### src/include/hostport_pkg.sv
// package: constants and carriers for the host-side async host port controller
// Summary of operation
// - address bit 2 drives control select
// - read/write line drives direction input
// - chip select doubles as transfer strobe
// - ready drives size acknowledge; wait for it
// - straps: CPU on, 32-bit boot, base default
// - autovector input tied to zero
// - hold request/ack glued to bus arbitration
// - autovector ends only interrupt acknowledge
// - internal block 8 KB, RAM then registers
// - base register valid when bit 0 set
// - acknowledge select field written 11
// - parity bus error enable written zero
// - eight chip selects, line 0 boots
// - negate, relax, parity bits cleared
// - one status register reports all banks
// - port size field written 11
// - cycle length 1111, never zero
package hostport_pkg;

    // software-facing register offsets (controller's own)
    localparam logic [3:0] OFS_CTRL    = 4'h0;
    localparam logic [3:0] OFS_ADDR    = 4'h4;
    localparam logic [3:0] OFS_WDATA   = 4'h8;
    localparam logic [3:0] OFS_RDATA   = 4'hC;
    localparam logic [3:0] OFS_STATUS  = 4'h1;
    localparam logic [3:0] OFS_IRQ     = 4'h2;
    localparam logic [3:0] OFS_CONFIG  = 4'h3;

    // control register fields
    localparam int CTRL_START_BIT  = 0;
    localparam int CTRL_WRITE_BIT  = 1;
    localparam int CTRL_BE_LSB     = 4;
    localparam int CTRL_CS_LSB     = 8;
    localparam int CTRL_LEVEL_LSB  = 12;

    // host configuration values
    localparam logic [2:0]  CONFIG_STRAP     = 3'h4;
    localparam logic [31:0] MODULE_BASE_REG_DEFAULT     = 32'h0003FF00;
    localparam logic [1:0]  ACK_SELECT_EXT   = 2'h3;
    localparam logic [1:0]  PORT_SIZE_EXT    = 2'h3;
    localparam logic [3:0]  CYCLE_LEN_MAX    = 4'hF;
    localparam logic [12:0] BLOCK_BYTES      = 13'h1000 << 1;
    localparam logic [12:0] HALF_BYTES       = 13'h1000;
    localparam logic [2:0]  NMI_LEVEL        = 3'h7;
    localparam int          NUM_CS           = 8;

    // timing: chip select width and negated gap, in ns
    localparam int CS_LOW_NS   = 75;
    localparam int CS_HIGH_NS  = 35;
    localparam int CLK_NS      = 10;
    localparam int CS_LOW_CYC  = (CS_LOW_NS + CLK_NS - 1) / CLK_NS;
    localparam int CS_HIGH_CYC = (CS_HIGH_NS + CLK_NS - 1) / CLK_NS;
    localparam int TIMEOUT_CYC = 4095;

    // reset values
    localparam logic [31:0] CTRL_RESET = 32'h00000000;

    // transfer state machine, gray from idle to gap; gap back to idle flips two bits
    typedef enum logic [2:0] {
        ST_IDLE  = 3'b000,
        ST_SETUP = 3'b001,
        ST_WAIT  = 3'b011,
        ST_HOLD  = 3'b010,
        ST_GAP   = 3'b110
    } xfer_state_type;

    // pins toward the device port
    typedef struct packed {
        logic        ctrl_select_in;
        logic        dir_in;
        logic [NUM_CS-1:0] host_chip_sel_n;
        logic [3:0]  byte_lane_en_n;
        logic [31:0] data_out;
        logic        data_oe;
    } port_out_type;

    // host configuration image applied to the memory controller
    typedef struct packed {
        logic        module_base_reg_valid;
        logic [1:0]  ack_select_field;
        logic        parity_buserr_en;
        logic [1:0]  port_size_field;
        logic [3:0]  cycle_len;
        logic        cs_negate_timing;
        logic        timing_relax_bit;
        logic        parity_check_en;
    } host_cfg_type;

    // a 3-stage input synchroniser settles when stages 2 and 3 agree
    function automatic logic settled(input logic [2:0] s);
        settled = (s[1] == s[2]);
    endfunction

endpackage

### src/hw/pin_sync.sv
// three-flop synchroniser with agreement filter
`timescale 1ns/1ps
module pin_sync
(
    // clock and reset
    input  wire logic i_clk_sys,
    input  wire logic i_rstn,
    // pin and filtered level
    input  wire logic i_pin,
    input  wire logic i_reset_val,
    output logic      o_level
);
    logic [2:0] sync_r;
    logic       level_r;

    // shift chain; stage 0 feeds only stage 1
    always_ff @(posedge i_clk_sys)
    begin
        if (!i_rstn)
            sync_r <= {3{i_reset_val}};   // idle level, so no false edge after reset
        else
            sync_r <= {sync_r[1:0], i_pin};
    end

    // accept a change once stages 2 and 3 agree
    always_ff @(posedge i_clk_sys)
    begin
        if (!i_rstn)
            level_r <= i_reset_val;
        else if (hostport_pkg::settled(sync_r))
            level_r <= sync_r[2];
    end

    assign o_level = level_r;
endmodule

### src/hw/bus_arb_glue.sv
// external arbiter glue between device hold lines and host bus arbitration
`timescale 1ns/1ps
module bus_arb_glue
(
    // clock and reset
    input  wire logic i_clk_sys,
    input  wire logic i_rstn,
    // device side (synchronised)
    input  wire logic i_bus_hold_req,
    output logic      o_bus_hold_ack,
    // host arbitration
    output logic      o_bus_request_n,
    input  wire logic i_bus_grant_n,
    output logic      o_bus_grant_ack_n,
    input  wire logic i_host_busy
);
    logic owned_r;

    // take bus when granted and our host side is idle; drop when hold drops
    always_ff @(posedge i_clk_sys)
    begin
        if (!i_rstn)
            owned_r <= 1'b0;
        else if (!i_bus_hold_req)
            owned_r <= 1'b0;
        else if (!i_bus_grant_n && !i_host_busy)
            owned_r <= 1'b1;
    end

    assign o_bus_request_n   = !(i_bus_hold_req && !owned_r);
    assign o_bus_grant_ack_n = !owned_r;
    assign o_bus_hold_ack    = owned_r;

    a_ack_follows_grant: assert property (@(posedge i_clk_sys) disable iff (!i_rstn)
        $rose(owned_r) |-> $past(i_bus_hold_req) && !$past(i_bus_grant_n))
        else $error("bus ack without request and grant");
endmodule

### src/hw/hostport_ctrl.sv
// host-side controller driving the device's asynchronous host port
//
// Added by the designer: strobed register access and the register offsets.
`timescale 1ns/1ps
module hostport_ctrl
(
    // clock and reset
    input  wire logic         i_clk_sys,
    input  wire logic         i_rstn,
    // software register port
    input  wire logic [3:0]   i_addr,
    input  wire logic [31:0]  i_wdata,
    input  wire logic         i_wr,
    input  wire logic         i_rd,
    output logic [31:0]       o_rdata,
    // device host port pins
    output logic              o_ctrl_select_in,
    output logic              o_dir_in,
    output logic [7:0]        o_host_chip_sel_n,
    output logic [3:0]        o_byte_lane_en_n,
    output logic [31:0]       o_data_out,
    output logic              o_data_oe,
    input  wire logic [31:0]  i_data_in,
    input  wire logic         i_port_ready_out,
    // interrupt path from device timer pin
    input  wire logic         i_timer_out_pin,
    output logic              o_autovector_in,
    output logic [6:0]        o_host_irq_n,
    input  wire logic         i_irq_ack,
    // arbitration
    input  wire logic         i_bus_hold_req,
    output logic              o_bus_hold_ack,
    output logic              o_bus_request_n,
    input  wire logic         i_bus_grant_n,
    output logic              o_bus_grant_ack_n,
    // straps and configuration image
    output logic [2:0]        o_config_strap,
    output logic              o_host_mode_strap,
    output hostport_pkg::host_cfg_type o_host_cfg
);
    hostport_pkg::xfer_state_type state_r;
    logic [7:0]  cnt_r;
    logic [31:0] ctrl_r;
    logic [31:0] addr_r;
    logic [31:0] wdata_r;
    logic [31:0] rdata_r;
    logic [31:0] module_base_reg_r;
    logic [31:0] rd_out_r;
    logic        done_r;
    logic        timeout_r;
    logic [11:0] wait_r;
    logic        irq_pend_r;
    hostport_pkg::port_out_type pins_r;
    logic        ready_s;
    logic        timer_s;
    logic        hold_s;
    logic        grant_n_s;
    logic        busy;
    logic [2:0]  level;

    assign busy  = (state_r != hostport_pkg::ST_IDLE);
    assign level = ctrl_r[hostport_pkg::CTRL_LEVEL_LSB +: 3];

    // ready is active low on the pin; invert so high means ready
    pin_sync u_ready_sync
    (
        .i_clk_sys   (i_clk_sys),
        .i_rstn      (i_rstn),
        .i_pin       (!i_port_ready_out),
        .i_reset_val (1'b0),
        .o_level     (ready_s)
    );

    pin_sync u_timer_sync
    (
        .i_clk_sys   (i_clk_sys),
        .i_rstn      (i_rstn),
        .i_pin       (i_timer_out_pin),
        .i_reset_val (1'b1),
        .o_level     (timer_s)
    );

    pin_sync u_hold_sync
    (
        .i_clk_sys   (i_clk_sys),
        .i_rstn      (i_rstn),
        .i_pin       (i_bus_hold_req),
        .i_reset_val (1'b0),
        .o_level     (hold_s)
    );

    // bus grant pin idles high
    pin_sync u_grant_sync
    (
        .i_clk_sys   (i_clk_sys),
        .i_rstn      (i_rstn),
        .i_pin       (i_bus_grant_n),
        .i_reset_val (1'b1),
        .o_level     (grant_n_s)
    );

    // arbiter glue for device hold request
    bus_arb_glue u_arb
    (
        .i_clk_sys         (i_clk_sys),
        .i_rstn            (i_rstn),
        .i_bus_hold_req    (hold_s),
        .o_bus_hold_ack    (o_bus_hold_ack),
        .o_bus_request_n   (o_bus_request_n),
        .i_bus_grant_n     (grant_n_s),
        .o_bus_grant_ack_n (o_bus_grant_ack_n),
        .i_host_busy       (busy)
    );

    // software writes
    always_ff @(posedge i_clk_sys)
    begin
        if (!i_rstn)
        begin
            ctrl_r  <= hostport_pkg::CTRL_RESET;
            addr_r  <= 32'h00000000;
            wdata_r <= 32'h00000000;
            module_base_reg_r  <= hostport_pkg::MODULE_BASE_REG_DEFAULT;
        end
        else
        begin
            if (i_wr && i_addr == hostport_pkg::OFS_CTRL && !busy)
                ctrl_r <= i_wdata;
            else if (state_r == hostport_pkg::ST_SETUP)
                ctrl_r[hostport_pkg::CTRL_START_BIT] <= 1'b0;
            if (i_wr && i_addr == hostport_pkg::OFS_ADDR)
                addr_r <= i_wdata;
            if (i_wr && i_addr == hostport_pkg::OFS_WDATA)
                wdata_r <= i_wdata;
            if (i_wr && i_addr == hostport_pkg::OFS_CONFIG)
                module_base_reg_r <= {i_wdata[31:13], 12'h000, i_wdata[0]};   // 8 KB aligned
        end
    end

    // transfer sequencer
    always_ff @(posedge i_clk_sys)
    begin
        if (!i_rstn)
        begin
            state_r <= hostport_pkg::ST_IDLE;
            cnt_r   <= 8'h00;
            wait_r  <= 12'h000;
        end
        else
        begin
            unique case (state_r)
                hostport_pkg::ST_IDLE:
                    if (ctrl_r[hostport_pkg::CTRL_START_BIT] && !o_bus_hold_ack)
                    begin
                        state_r <= hostport_pkg::ST_SETUP;
                        cnt_r   <= 8'h00;
                    end
                hostport_pkg::ST_SETUP:
                begin
                    state_r <= hostport_pkg::ST_WAIT;
                    cnt_r   <= 8'h00;
                    wait_r  <= 12'h000;
                end
                hostport_pkg::ST_WAIT:
                begin
                    if (cnt_r != 8'hFF)
                        cnt_r <= cnt_r + 8'h01;
                    wait_r <= wait_r + 12'h001;
                    // hold chip select until ready and min width met, or until wait_r reaches the timeout count
                    if ((ready_s && cnt_r >= 8'(hostport_pkg::CS_LOW_CYC - 1))
                        || wait_r == 12'(hostport_pkg::TIMEOUT_CYC))
                    begin
                        state_r <= hostport_pkg::ST_HOLD;
                    end
                end
                hostport_pkg::ST_HOLD:
                begin
                    state_r <= hostport_pkg::ST_GAP;
                    cnt_r   <= 8'h00;
                end
                hostport_pkg::ST_GAP:
                begin
                    cnt_r <= cnt_r + 8'h01;
                    if (cnt_r >= 8'(hostport_pkg::CS_HIGH_CYC - 1) && !ready_s)
                        state_r <= hostport_pkg::ST_IDLE;
                end
                default:
                    state_r <= hostport_pkg::ST_IDLE;
            endcase
        end
    end

    // pin drive: address bit 2, direction, chip select, byte enables
    always_ff @(posedge i_clk_sys)
    begin
        if (!i_rstn)
        begin
            pins_r <= '{ctrl_select_in: 1'b0, dir_in: 1'b1, host_chip_sel_n: 8'hFF,
                        byte_lane_en_n: 4'hF, data_out: 32'h00000000, data_oe: 1'b0};
        end
        else if (state_r == hostport_pkg::ST_IDLE && ctrl_r[hostport_pkg::CTRL_START_BIT]
                 && !o_bus_hold_ack)
        begin
            pins_r.ctrl_select_in <= addr_r[2];
            pins_r.dir_in         <= !ctrl_r[hostport_pkg::CTRL_WRITE_BIT];
            pins_r.byte_lane_en_n <= ~ctrl_r[hostport_pkg::CTRL_BE_LSB +: 4];
            pins_r.data_out       <= wdata_r;
            pins_r.data_oe        <= ctrl_r[hostport_pkg::CTRL_WRITE_BIT];
        end
        else if (state_r == hostport_pkg::ST_SETUP)
        begin
            // one bank's chip select is the strobe
            pins_r.host_chip_sel_n <= ~(8'h01 << ctrl_r[hostport_pkg::CTRL_CS_LSB +: 3]);
        end
        else if (state_r == hostport_pkg::ST_HOLD)
        begin
            pins_r.host_chip_sel_n <= 8'hFF;
        end
        else if (state_r == hostport_pkg::ST_GAP)
        begin
            pins_r.data_oe        <= 1'b0;
            pins_r.byte_lane_en_n <= 4'hF;
            pins_r.dir_in         <= 1'b1;
        end
    end

    // capture read data and completion flags
    always_ff @(posedge i_clk_sys)
    begin
        if (!i_rstn)
        begin
            rdata_r   <= 32'h00000000;
            done_r    <= 1'b0;
            timeout_r <= 1'b0;
        end
        else
        begin
            if (state_r == hostport_pkg::ST_WAIT && ready_s && pins_r.dir_in)
                rdata_r <= i_data_in;
            if (state_r == hostport_pkg::ST_HOLD)
            begin
                done_r    <= 1'b1;
                timeout_r <= !ready_s;
            end
            else if (i_wr && i_addr == hostport_pkg::OFS_STATUS && i_wdata[0])
                done_r <= 1'b0;
        end
    end

    // interrupt: timer pin low asserts chosen level, level 7 held to ack
    always_ff @(posedge i_clk_sys)
    begin
        if (!i_rstn)
            irq_pend_r <= 1'b0;
        else if (!timer_s)
            irq_pend_r <= 1'b1;
        else if (level != hostport_pkg::NMI_LEVEL || i_irq_ack)
            irq_pend_r <= 1'b0;
    end

    always_comb
    begin
        o_host_irq_n = 7'h7F;
        if (irq_pend_r && level != 3'h0)
            o_host_irq_n[level - 3'h1] = 1'b0;
    end

    // read port, data one cycle after strobe
    always_ff @(posedge i_clk_sys)
    begin
        if (!i_rstn)
            rd_out_r <= 32'h00000000;
        else if (i_rd)
        begin
            unique case (i_addr)
                hostport_pkg::OFS_CTRL:   rd_out_r <= ctrl_r;
                hostport_pkg::OFS_ADDR:   rd_out_r <= addr_r;
                hostport_pkg::OFS_WDATA:  rd_out_r <= wdata_r;
                hostport_pkg::OFS_RDATA:  rd_out_r <= rdata_r;
                hostport_pkg::OFS_STATUS: rd_out_r <= {27'h0, irq_pend_r, hold_s, timeout_r, busy, done_r};
                hostport_pkg::OFS_CONFIG: rd_out_r <= module_base_reg_r;
                default:                  rd_out_r <= 32'h00000000;
            endcase
        end
        else
            rd_out_r <= 32'h00000000;
    end

    assign o_rdata           = rd_out_r;
    assign o_ctrl_select_in  = pins_r.ctrl_select_in;
    assign o_dir_in          = pins_r.dir_in;
    assign o_host_chip_sel_n = pins_r.host_chip_sel_n;
    assign o_byte_lane_en_n  = pins_r.byte_lane_en_n;
    assign o_data_out        = pins_r.data_out;
    assign o_data_oe         = pins_r.data_oe;
    assign o_autovector_in   = 1'b0;
    assign o_config_strap    = hostport_pkg::CONFIG_STRAP;
    assign o_host_mode_strap = 1'b0;

    // memory controller image for the device bank
    assign o_host_cfg = '{module_base_reg_valid: module_base_reg_r[0],
                          ack_select_field: hostport_pkg::ACK_SELECT_EXT,
                          parity_buserr_en: 1'b0,
                          port_size_field: hostport_pkg::PORT_SIZE_EXT,
                          cycle_len: hostport_pkg::CYCLE_LEN_MAX,
                          cs_negate_timing: 1'b0,
                          timing_relax_bit: 1'b0,
                          parity_check_en: 1'b0};

    // checks
    a_cs_until_ready: assert property (@(posedge i_clk_sys) disable iff (!i_rstn)
        (state_r == hostport_pkg::ST_WAIT && !ready_s && wait_r != 12'(hostport_pkg::TIMEOUT_CYC))
        |=> state_r == hostport_pkg::ST_WAIT)
        else $error("chip select dropped before ready");
    a_cs_min_width: assert property (@(posedge i_clk_sys) disable iff (!i_rstn)
        $fell(o_host_chip_sel_n != 8'hFF) |-> $past(o_host_chip_sel_n != 8'hFF, 8))
        else $error("chip select low too short");
    a_one_cs_active: assert property (@(posedge i_clk_sys) disable iff (!i_rstn)
        $onehot0(~o_host_chip_sel_n))
        else $error("more than one chip select");
    a_sel_stable_cs: assert property (@(posedge i_clk_sys) disable iff (!i_rstn)
        (o_host_chip_sel_n != 8'hFF && $past(o_host_chip_sel_n != 8'hFF))
        |-> $stable(o_ctrl_select_in) && $stable(o_dir_in))
        else $error("select changed during strobe");
    a_dir_matches_ctrl: assert property (@(posedge i_clk_sys) disable iff (!i_rstn)
        state_r == hostport_pkg::ST_WAIT |-> o_dir_in == !o_data_oe)
        else $error("direction and data drive disagree");
    a_nmi_held: assert property (@(posedge i_clk_sys) disable iff (!i_rstn)
        (irq_pend_r && level == hostport_pkg::NMI_LEVEL && !i_irq_ack) |=> irq_pend_r)
        else $error("level 7 request dropped before ack");
    a_irq_on_timer: assert property (@(posedge i_clk_sys) disable iff (!i_rstn)
        !timer_s |=> irq_pend_r)
        else $error("timer pin did not raise request");
    a_no_xfer_on_hold: assert property (@(posedge i_clk_sys) disable iff (!i_rstn)
        o_bus_hold_ack |-> o_host_chip_sel_n == 8'hFF || state_r != hostport_pkg::ST_SETUP)
        else $error("transfer started while device holds bus");
    c_write: cover property (@(posedge i_clk_sys) state_r == hostport_pkg::ST_HOLD && o_data_oe);
    c_read: cover property (@(posedge i_clk_sys) state_r == hostport_pkg::ST_HOLD && !o_data_oe);
    c_nmi: cover property (@(posedge i_clk_sys) irq_pend_r && level == hostport_pkg::NMI_LEVEL);
    c_hold: cover property (@(posedge i_clk_sys) o_bus_hold_ack);
endmodule

### config.mk
export PLATFORM = sky130hd
export DESIGN_NAME = hostport_ctrl
export DESIGN_NICKNAME = d
export VERILOG_FILES = /design/src/include/hostport_pkg.sv /design/src/hw/pin_sync.sv /design/src/hw/bus_arb_glue.sv /design/src/hw/hostport_ctrl.sv
export SDC_FILE = /design/constraint.sdc
export NUM_CORES = 1
export LEC_CHECK = 0
export BUFFER_PORTS_ARGS = -buffer_cell sky130_fd_sc_hd__buf_2
export CORE_ASPECT_RATIO = 1.4
export CORE_MARGIN = 4
export CORE_UTILIZATION = 50
export DETAILED_ROUTE_END_ITERATION = 8
export PLACE_DENSITY = 0.72
export SYNTH_ARGS = -nofsm -noshare
export SYNTH_HDL_FRONTEND = slang
export SYNTH_HIERARCHICAL = 1
export SYNTH_SLANG_ARGS = --single-unit
export TNS_END_PERCENT = 10
### constraint.sdc
create_clock -name i_clk_sys -period 1.75 [get_ports i_clk_sys]
set_input_delay 0.175 -clock i_clk_sys [delete_from_list [all_inputs] [get_ports i_clk_sys]]
set_output_delay 0.175 -clock i_clk_sys [all_outputs]
set_load 0.03 [all_outputs]
==> flow_metrics.tcl, run 1 <==
set metrics [dict create \
    rsz0062_at_grt "true" \
    syn_area_sq_um 10950 \
    vias 9972 \
    postLayoutCoreUtil 0.6572 \
    num_io_pins 184 \
    slew_violations 0 \
    final.min_clock_period_ns 2.085 \
    multi_input_area_sq_um 5074 \
    required_ns 1.57 \
    placementRows 63 \
    crit_type "reg2out" \
    seqCellArea_sq_um 5475 \
    portBuffers 166 \
    synth_top_cell_by_area "dfxtp_1" \
    place_congestion 0.8426 \
    antenna_left 0 \
    use_met2 0.4514 \
    status "finished, violations left" \
    synth_ff_type "dfxtp_1" \
    maxCapViolations 0 \
    fmax_mhz 479.7 \
    wirelength_um 32300 \
    finalWorstSetupSlack_ns -0.3349 \
    violations "setup timing" \
    fin_skew_ns 0.01761 \
    critPathLaunchType "flop" \
    hp-class "in2reg" \
    worst_skew_pair.late_latency_ns 0.53 \
    die_h_um 183.1 \
    grt_max_degree 71 \
    seq_area_frac_synth 0.4993 \
    syn_inst 1289 \
    fin_hold_ws_ns 0.1188 \
    vdd_drop_max_mv 0.7831 \
    die_area_sq_um 24360 \
    clock-root-buffer "clkbuf_16" \
    fin_crit_sh 1.191 \
    grt_antenna_before_repair 0 \
    drive_above_1_share 0.1956 \
    nFillCells 1727 \
    grt_overflow_total 0 \
    synthTopCellsByCount "458 x nand2_1, 267 x dfxtp_1, 102 x a21boi_1" \
    async_reset_ff_frac 0 \
    crit_path_start "ctrl_r[13]" \
    wire_per_inst_um 17.59 \
    cts_buffer_depth 3 \
    r2r_slack_ns 0.12 \
    setup_viol 7 \
    remaining_drc_errors 0 \
    die_x_um 133.0 \
    r2r_start "state_r[0]" \
    start_util 0.5124 \
    synth_cell_types 54 \
    grt_pass1_vias 9994 \
    synth_edf_count 4 \
    hold_viol 0 \
    grt_pass1_wl_um 51470 \
    use_met1 0.3108 \
    clkTransAtPathRegs_ns 0.07 \
    ys_seq_elements 271 \
    numCtsBuffers 26 \
    grtUsageMet3 0.03897 \
    syn2layout_area_growth_pct 28.27 \
    r2r_cells 7 \
    worstMarginPinSlew_ns 0.4981 \
    endpoint "o_host_irq_n[4]" \
    cts_tree "built" \
    cp_max_fo 3 \
    synth_top_cells_by_area "dfxtp_1 49%, nand2_1 16%, a21boi_1 7.0%, a21boi_0 5.5%, a222oi_1 2.8%" \
    synth.most_common_cell "nand2_1" \
    pre_cts_slack_ns 0.01246 \
    avgViaCountPerCell 5.431 \
    p_per_area_nw_per_um2 1005 \
    max_slew_margin 0.6657 \
    dr.pass1.iters 8 \
    fin_area_sq_um 14040 \
    drt-initial-drc-count 967 \
    grt_use_total 0.2584 \
    numClockSinks 271 \
    cp-end-kind "output port" \
    nets 1607 \
    synth_top_cell_area_share 0.4883 \
    worstReg2RegEnd "o_data_oe" \
    hpwl_um 21050 \
    synth_area_per_cell_sq_um 8.491 \
    coreArea_sq_um 21360 \
    detailed_place.area_sq_um 12330 \
    p_leak_nw 5.321 \
    yosys_warnings 6 \
    arrival_ns 1.91 \
    antenna_cells 0 \
    htree_levels 1 \
    top_usage_layer "met2" \
]
==> critical path: stages (launching register included) <==
cell     delay [ns]
dfxtp_4        0.38
inv_4          0.05
ha_4           0.16
nor2_1         0.11
mux2i_1        0.13
or3_1          0.40
buf_6          0.16
==> placed cells by master (no fill, tap or decap), types with 3 or more instances in the layout <==
cell type      netlist  routed
a21oi_1             36      35
edfxtp_1             4       4
clkbuf_1            59       5
clkbuf_8             0       5
nor2b_1              4       3
and2_1               4       5
dlygate4sd3_1        0      70
nor4_1               4       4
a21boi_0            80      80
xor2_1               9       9
ha_1                 5       3
o22ai_1              6       6
inv_1                9       7
buf_2               28     159
buf_12               0      12
clkbuf_16            0      28
nand2b_4             5       5
nand4_1              4       4
a222oi_1            31      31
or3_1                9       7
a21boi_1           102     102
nor3_1               9       8
a22oi_1             24      24
clkinv_2             0       3
nand3_1             17      15
o21a_1               6       6
nand2_1            458     458
a31oi_1              8       8
conb_1               2      21
buf_6                1       7
o32ai_1              3       3
buf_4               19      49
o21ai_0             15      15
nand2b_1             5       5
nor2_1              21      21
dfxtp_1            267     263
==> power by group <==
part | switching (W) | internal (W) | total [W]
clock | 0.00240 | 0.00343 | 0.00583
sequential | 0.000173 | 0.00635 | 0.00653
combinational | 0.00103 | 0.000719 | 0.00175
total | 0.00360 | 0.0105 | 0.0141
==> per-stage QoR <==
step	total power (W)	cells	setup TNS [ns]
floorplan	0.007658	1308	0
global placement	0.008216	1719	0
detailed placement	0.008244	1719	0
CTS	0.01414	1836	-1.777
global route	0.01461	1836	-2.469
finish	0.01411	1836	-2.010
==> worst min path at each step <==
stage                        start                      to  cells past startpoint
floorplan                   i_rstn  u_grant_sync/sync_r[0]                      2
global placement    i_bus_hold_req   u_hold_sync/sync_r[0]                      3
detailed placement  i_bus_hold_req   u_hold_sync/sync_r[0]                      3
CTS                           i_wr    module_base_reg_r[0]                      4
global route                  i_rd             o_rdata[14]                      4
finish                        i_wr    module_base_reg_r[0]                      4
==> final cells by class <==
type,count,share of cell area
Clock buffer,38,0.05614
Clock inverter,9,0.008199
Inverter,9,0.002763
Multi-Input combinational cell,920,0.3614
Sequential cell,271,0.3900
Tap cell,292,0.02602
Timing Repair Buffer,297,0.1555
==> cells by family after synthesis <==
family          after synthesis  share of synthesized area
compound gates              323                     0.2166
xor+xnor                     11                   0.008803
fa+ha+maj                     5                   0.005716
buf+inv                     117                    0.05052
flops                       271                     0.4993
mux                           2                   0.001829
other cells                   2                  0.0006861
simple gates                558                     0.2165
==> state kept, by name (all words and copies together) (netlist names), 4 cells and up <==
| name | flops |
|---|---|
| o_data_out | 32 |
| cnt_r | 8 |
| ctrl_r | 32 |
| wdata_r | 32 |
| rdata_r | 32 |
| wait_r | 12 |
| module_base_reg_r | 21 |
| o_rdata | 32 |
| o_byte_lane_en_n | 4 |
| o_host_chip_sel_n | 8 |
| addr_r | 32 |
==> what timing repair did <==
action / in CTS / in global routing
setup buffers: 0 / 0
cloned: 0 / 0
setup endpoints to repair: 9 / 34
hold endpoints to repair: 152 / 0
gates resized for setup: 18 / 15
pin swaps: 1 / 1
hold buffers: 70 / 0
==> routing by layer <==
layer	routed length [um]	vias to the layer above	part of all wire
met3	2130	82	0.066
met4	1273	0	0.039
met5	0	-	0
met2	16130	383	0.50
met1	12760	4697	0.40
li1	-	4810	-
No activity file was read; power rests on OpenSTA's default activity.
==> run 2, diff against run 1 <==
--- a/config.mk
+++ b/config.mk
@@ -6,7 +6,7 @@
 export NUM_CORES = 1
 export LEC_CHECK = 0
 export BUFFER_PORTS_ARGS = -buffer_cell sky130_fd_sc_hd__buf_2
-export CORE_ASPECT_RATIO = 1.4
+export CORE_ASPECT_RATIO = 0.75
 export CORE_MARGIN = 4
 export CORE_UTILIZATION = 50
 export DETAILED_ROUTE_END_ITERATION = 8
==> run 2 against run 1 <==
The run still ends with setup timing left. Clock power down 3%. Worst setup slack better by 0.062 ns. Combinational power up 3%. Register-to-register slack about the same. Hold slack better by 0.0046 ns. Design area down 0.29%. Die area about the same. Clock skew up 0.012 ns. Critical endpoint is now o_host_irq_n[5]. Largest power group unchanged. Highest routed layer unchanged.
==> flow_metrics.tcl, run 2 (same netlist as run 1, synthesis figures left out) <==
set metrics [dict create \
    status "finished, violations left" \
    violations "setup timing" \
    finalWorstSetupSlack_ns -0.2724 \
    grt_pass1_wl_um 49450 \
    required_ns 1.57 \
    max_slew_margin 0.6525 \
    place_congestion 0.8686 \
    worst_skew_pair.late_latency_ns 0.53 \
    arrival_ns 1.85 \
    numClockSinks 271 \
    hold_viol 0 \
    fin_crit_sh 1.156 \
    coreArea_sq_um 21350 \
    clock-root-buffer "clkbuf_16" \
    portBuffers 166 \
    cp-end-kind "output port" \
    worstReg2RegEnd "cnt_r[2]" \
    worstMarginPinSlew_ns 0.5212 \
    layout_common_cells "455 x nand2_1, 263 x dfxtp_1, 158 x buf_2, 102 x a21boi_1, 80 x a21boi_0" \
    wl_met1_um 14500 \
    wire_per_inst_um 17.39 \
    syn2layout_area_growth_pct 27.89 \
    crit_path_top_delay_cell "dfxtp_4" \
    fmax_mhz 494.5 \
    whs_endpoint "done_r" \
    hp-class "in2reg" \
    slew_violations 0 \
    path_cells "inv_4 -> ha_4 -> nor2_1 -> mux2i_1 -> or3_4 -> buf_6" \
    setup_viol 7 \
    grt_max_degree 80 \
    start_util 0.5126 \
    hold_depth 3 \
    crit_family "simple AND/OR/NAND/NOR gates" \
    final_common_cell "nand2_1" \
    wirelength_um 31830 \
    post-cts-setup-buffers 0 \
    p_leak_nw 5.311 \
    slowest_delay_ns 0.37 \
    fin_skew_ns 0.03007 \
    dr.pass1.iters 9 \
    cts_tree "built" \
    numCtsBuffers 27 \
    avgViaCountPerCell 5.427 \
    maxCapViolations 0 \
    htree_levels 1 \
    grt_overflow_total 0 \
    drive_above_1_share 0.1994 \
    detailed_place.area_sq_um 12280 \
    hp-start "i_wr" \
    antenna_left 0 \
    grt_antenna_before_repair 2 \
    hpwl_um 20600 \
    remaining_drc_errors 0 \
    r2r_slack_ns 0.13 \
    fin_area_sq_um 14000 \
    nFillCells 1787 \
    route.met3.wl_um 2637 \
    die_x_um 178.8 \
    die_h_um 136.1 \
    met2_length_um 14000 \
    final.min_clock_period_ns 2.022 \
    postLayoutCoreUtil 0.6556 \
    p_per_area_nw_per_um2 999.3 \
    r2r_cells 6 \
    maxUsedRoutingLayer "met4" \
    vdd_drop_max_mv 0.6923 \
    pre_cts_slack_ns 0.02826 \
    cts_buffer_depth 3 \
    fin_cells 1830 \
    grt_use_total 0.2502 \
    cp_max_fo 3 \
    placementRows 46 \
    r2r_start "cnt_r[0]" \
    vias 9932 \
    rsz0062_at_grt "true" \
    die_area_sq_um 24350 \
    clkTransAtPathRegs_ns 0.06 \
    drt-initial-drc-count 1030 \
    num_io_pins 184 \
    nets 1602 \
    dpl.cell_count 1709 \
    grt_pass1_vias 9325 \
    crit_type "reg2out" \
    fin_hold_ws_ns 0.1235 \
    critPathLaunchType "flop" \
    path_buf_inv 2 \
]
run 2: worst register-to-register path: cells and delay by family (launching register included):
kind            cells  cell delay, ns
flops               1            0.37
fa+ha+maj           1            0.18
simple gates        2            0.48
compound gates      3            0.51
run 2: metrics by stage:
| step | setup TNS [ns] | power [W] |
|---|---|---|
| 2_1_floorplan | 0 | 0.007658 |
| 3_3_place_gp | 0 | 0.008223 |
| 3_5_place_dp | 0 | 0.008255 |
| 4_1_cts | -1.567 | 0.01399 |
| 5_1_grt | -2.138 | 0.01449 |
| 6_report | -1.734 | 0.01399 |
run 2: final cells by class:
| cell class | count | area (sq um) | share of cell area |
|---|---|---|---|
| multi-input combinational | 920 | 5102 | 0.3645 |
| tap | 288 | 360.3 | 0.02574 |
| clock buffer | 37 | 773.2 | 0.05524 |
| clock inverter | 12 | 97.59 | 0.006972 |
| inverter | 9 | 38.79 | 0.002771 |
| sequential | 271 | 5473 | 0.3910 |
| antenna | 2 | 5.005 | 0.0003575 |
| timing repair buffer | 291 | 2148 | 0.1535 |
run 2: power by group:
part / total [W] / leakage (nW) / internal (W) / switching [W]
registers: 0.00654 / 2.20 / 0.00636 / 0.000184
clock network: 0.00564 / 0.436 / 0.00324 / 0.00240
logic: 0.00180 / 2.67 / 0.000750 / 0.00105
total: 0.0140 / 5.31 / 0.0104 / 0.00363
run 2: routing by layer:
layer	vias to the layer above	track usage
met5	-	0
met3	56	0.04198
met2	433	0.3899
li1	4802	-
met1	4641	0.3657
met4	0	0.05496
run 2: how the worst max path moves through the flow:
stage,cells after the start,to,start,slack [ns]
2_1_floorplan,7,wait_r[7],state_r[0],0.16
3_3_place_gp,7,ctrl_r[0],i_addr[1],0.12
3_5_place_dp,6,rdata_r[14],state_r[0],0.03
4_1_cts,6,o_host_irq_n[0],ctrl_r[13],-0.28
5_1_grt,6,o_host_irq_n[6],ctrl_r[13],-0.33
6_report,6,o_host_irq_n[5],ctrl_r[13],-0.27
run 2: timing repair:
item                       4_1_cts  5_1_grt
setup endpoints to repair        7       88
hold endpoints to repair       161        0
gates resized for setup         19       20
hold buffers                    70        0
pin swaps                        3        4
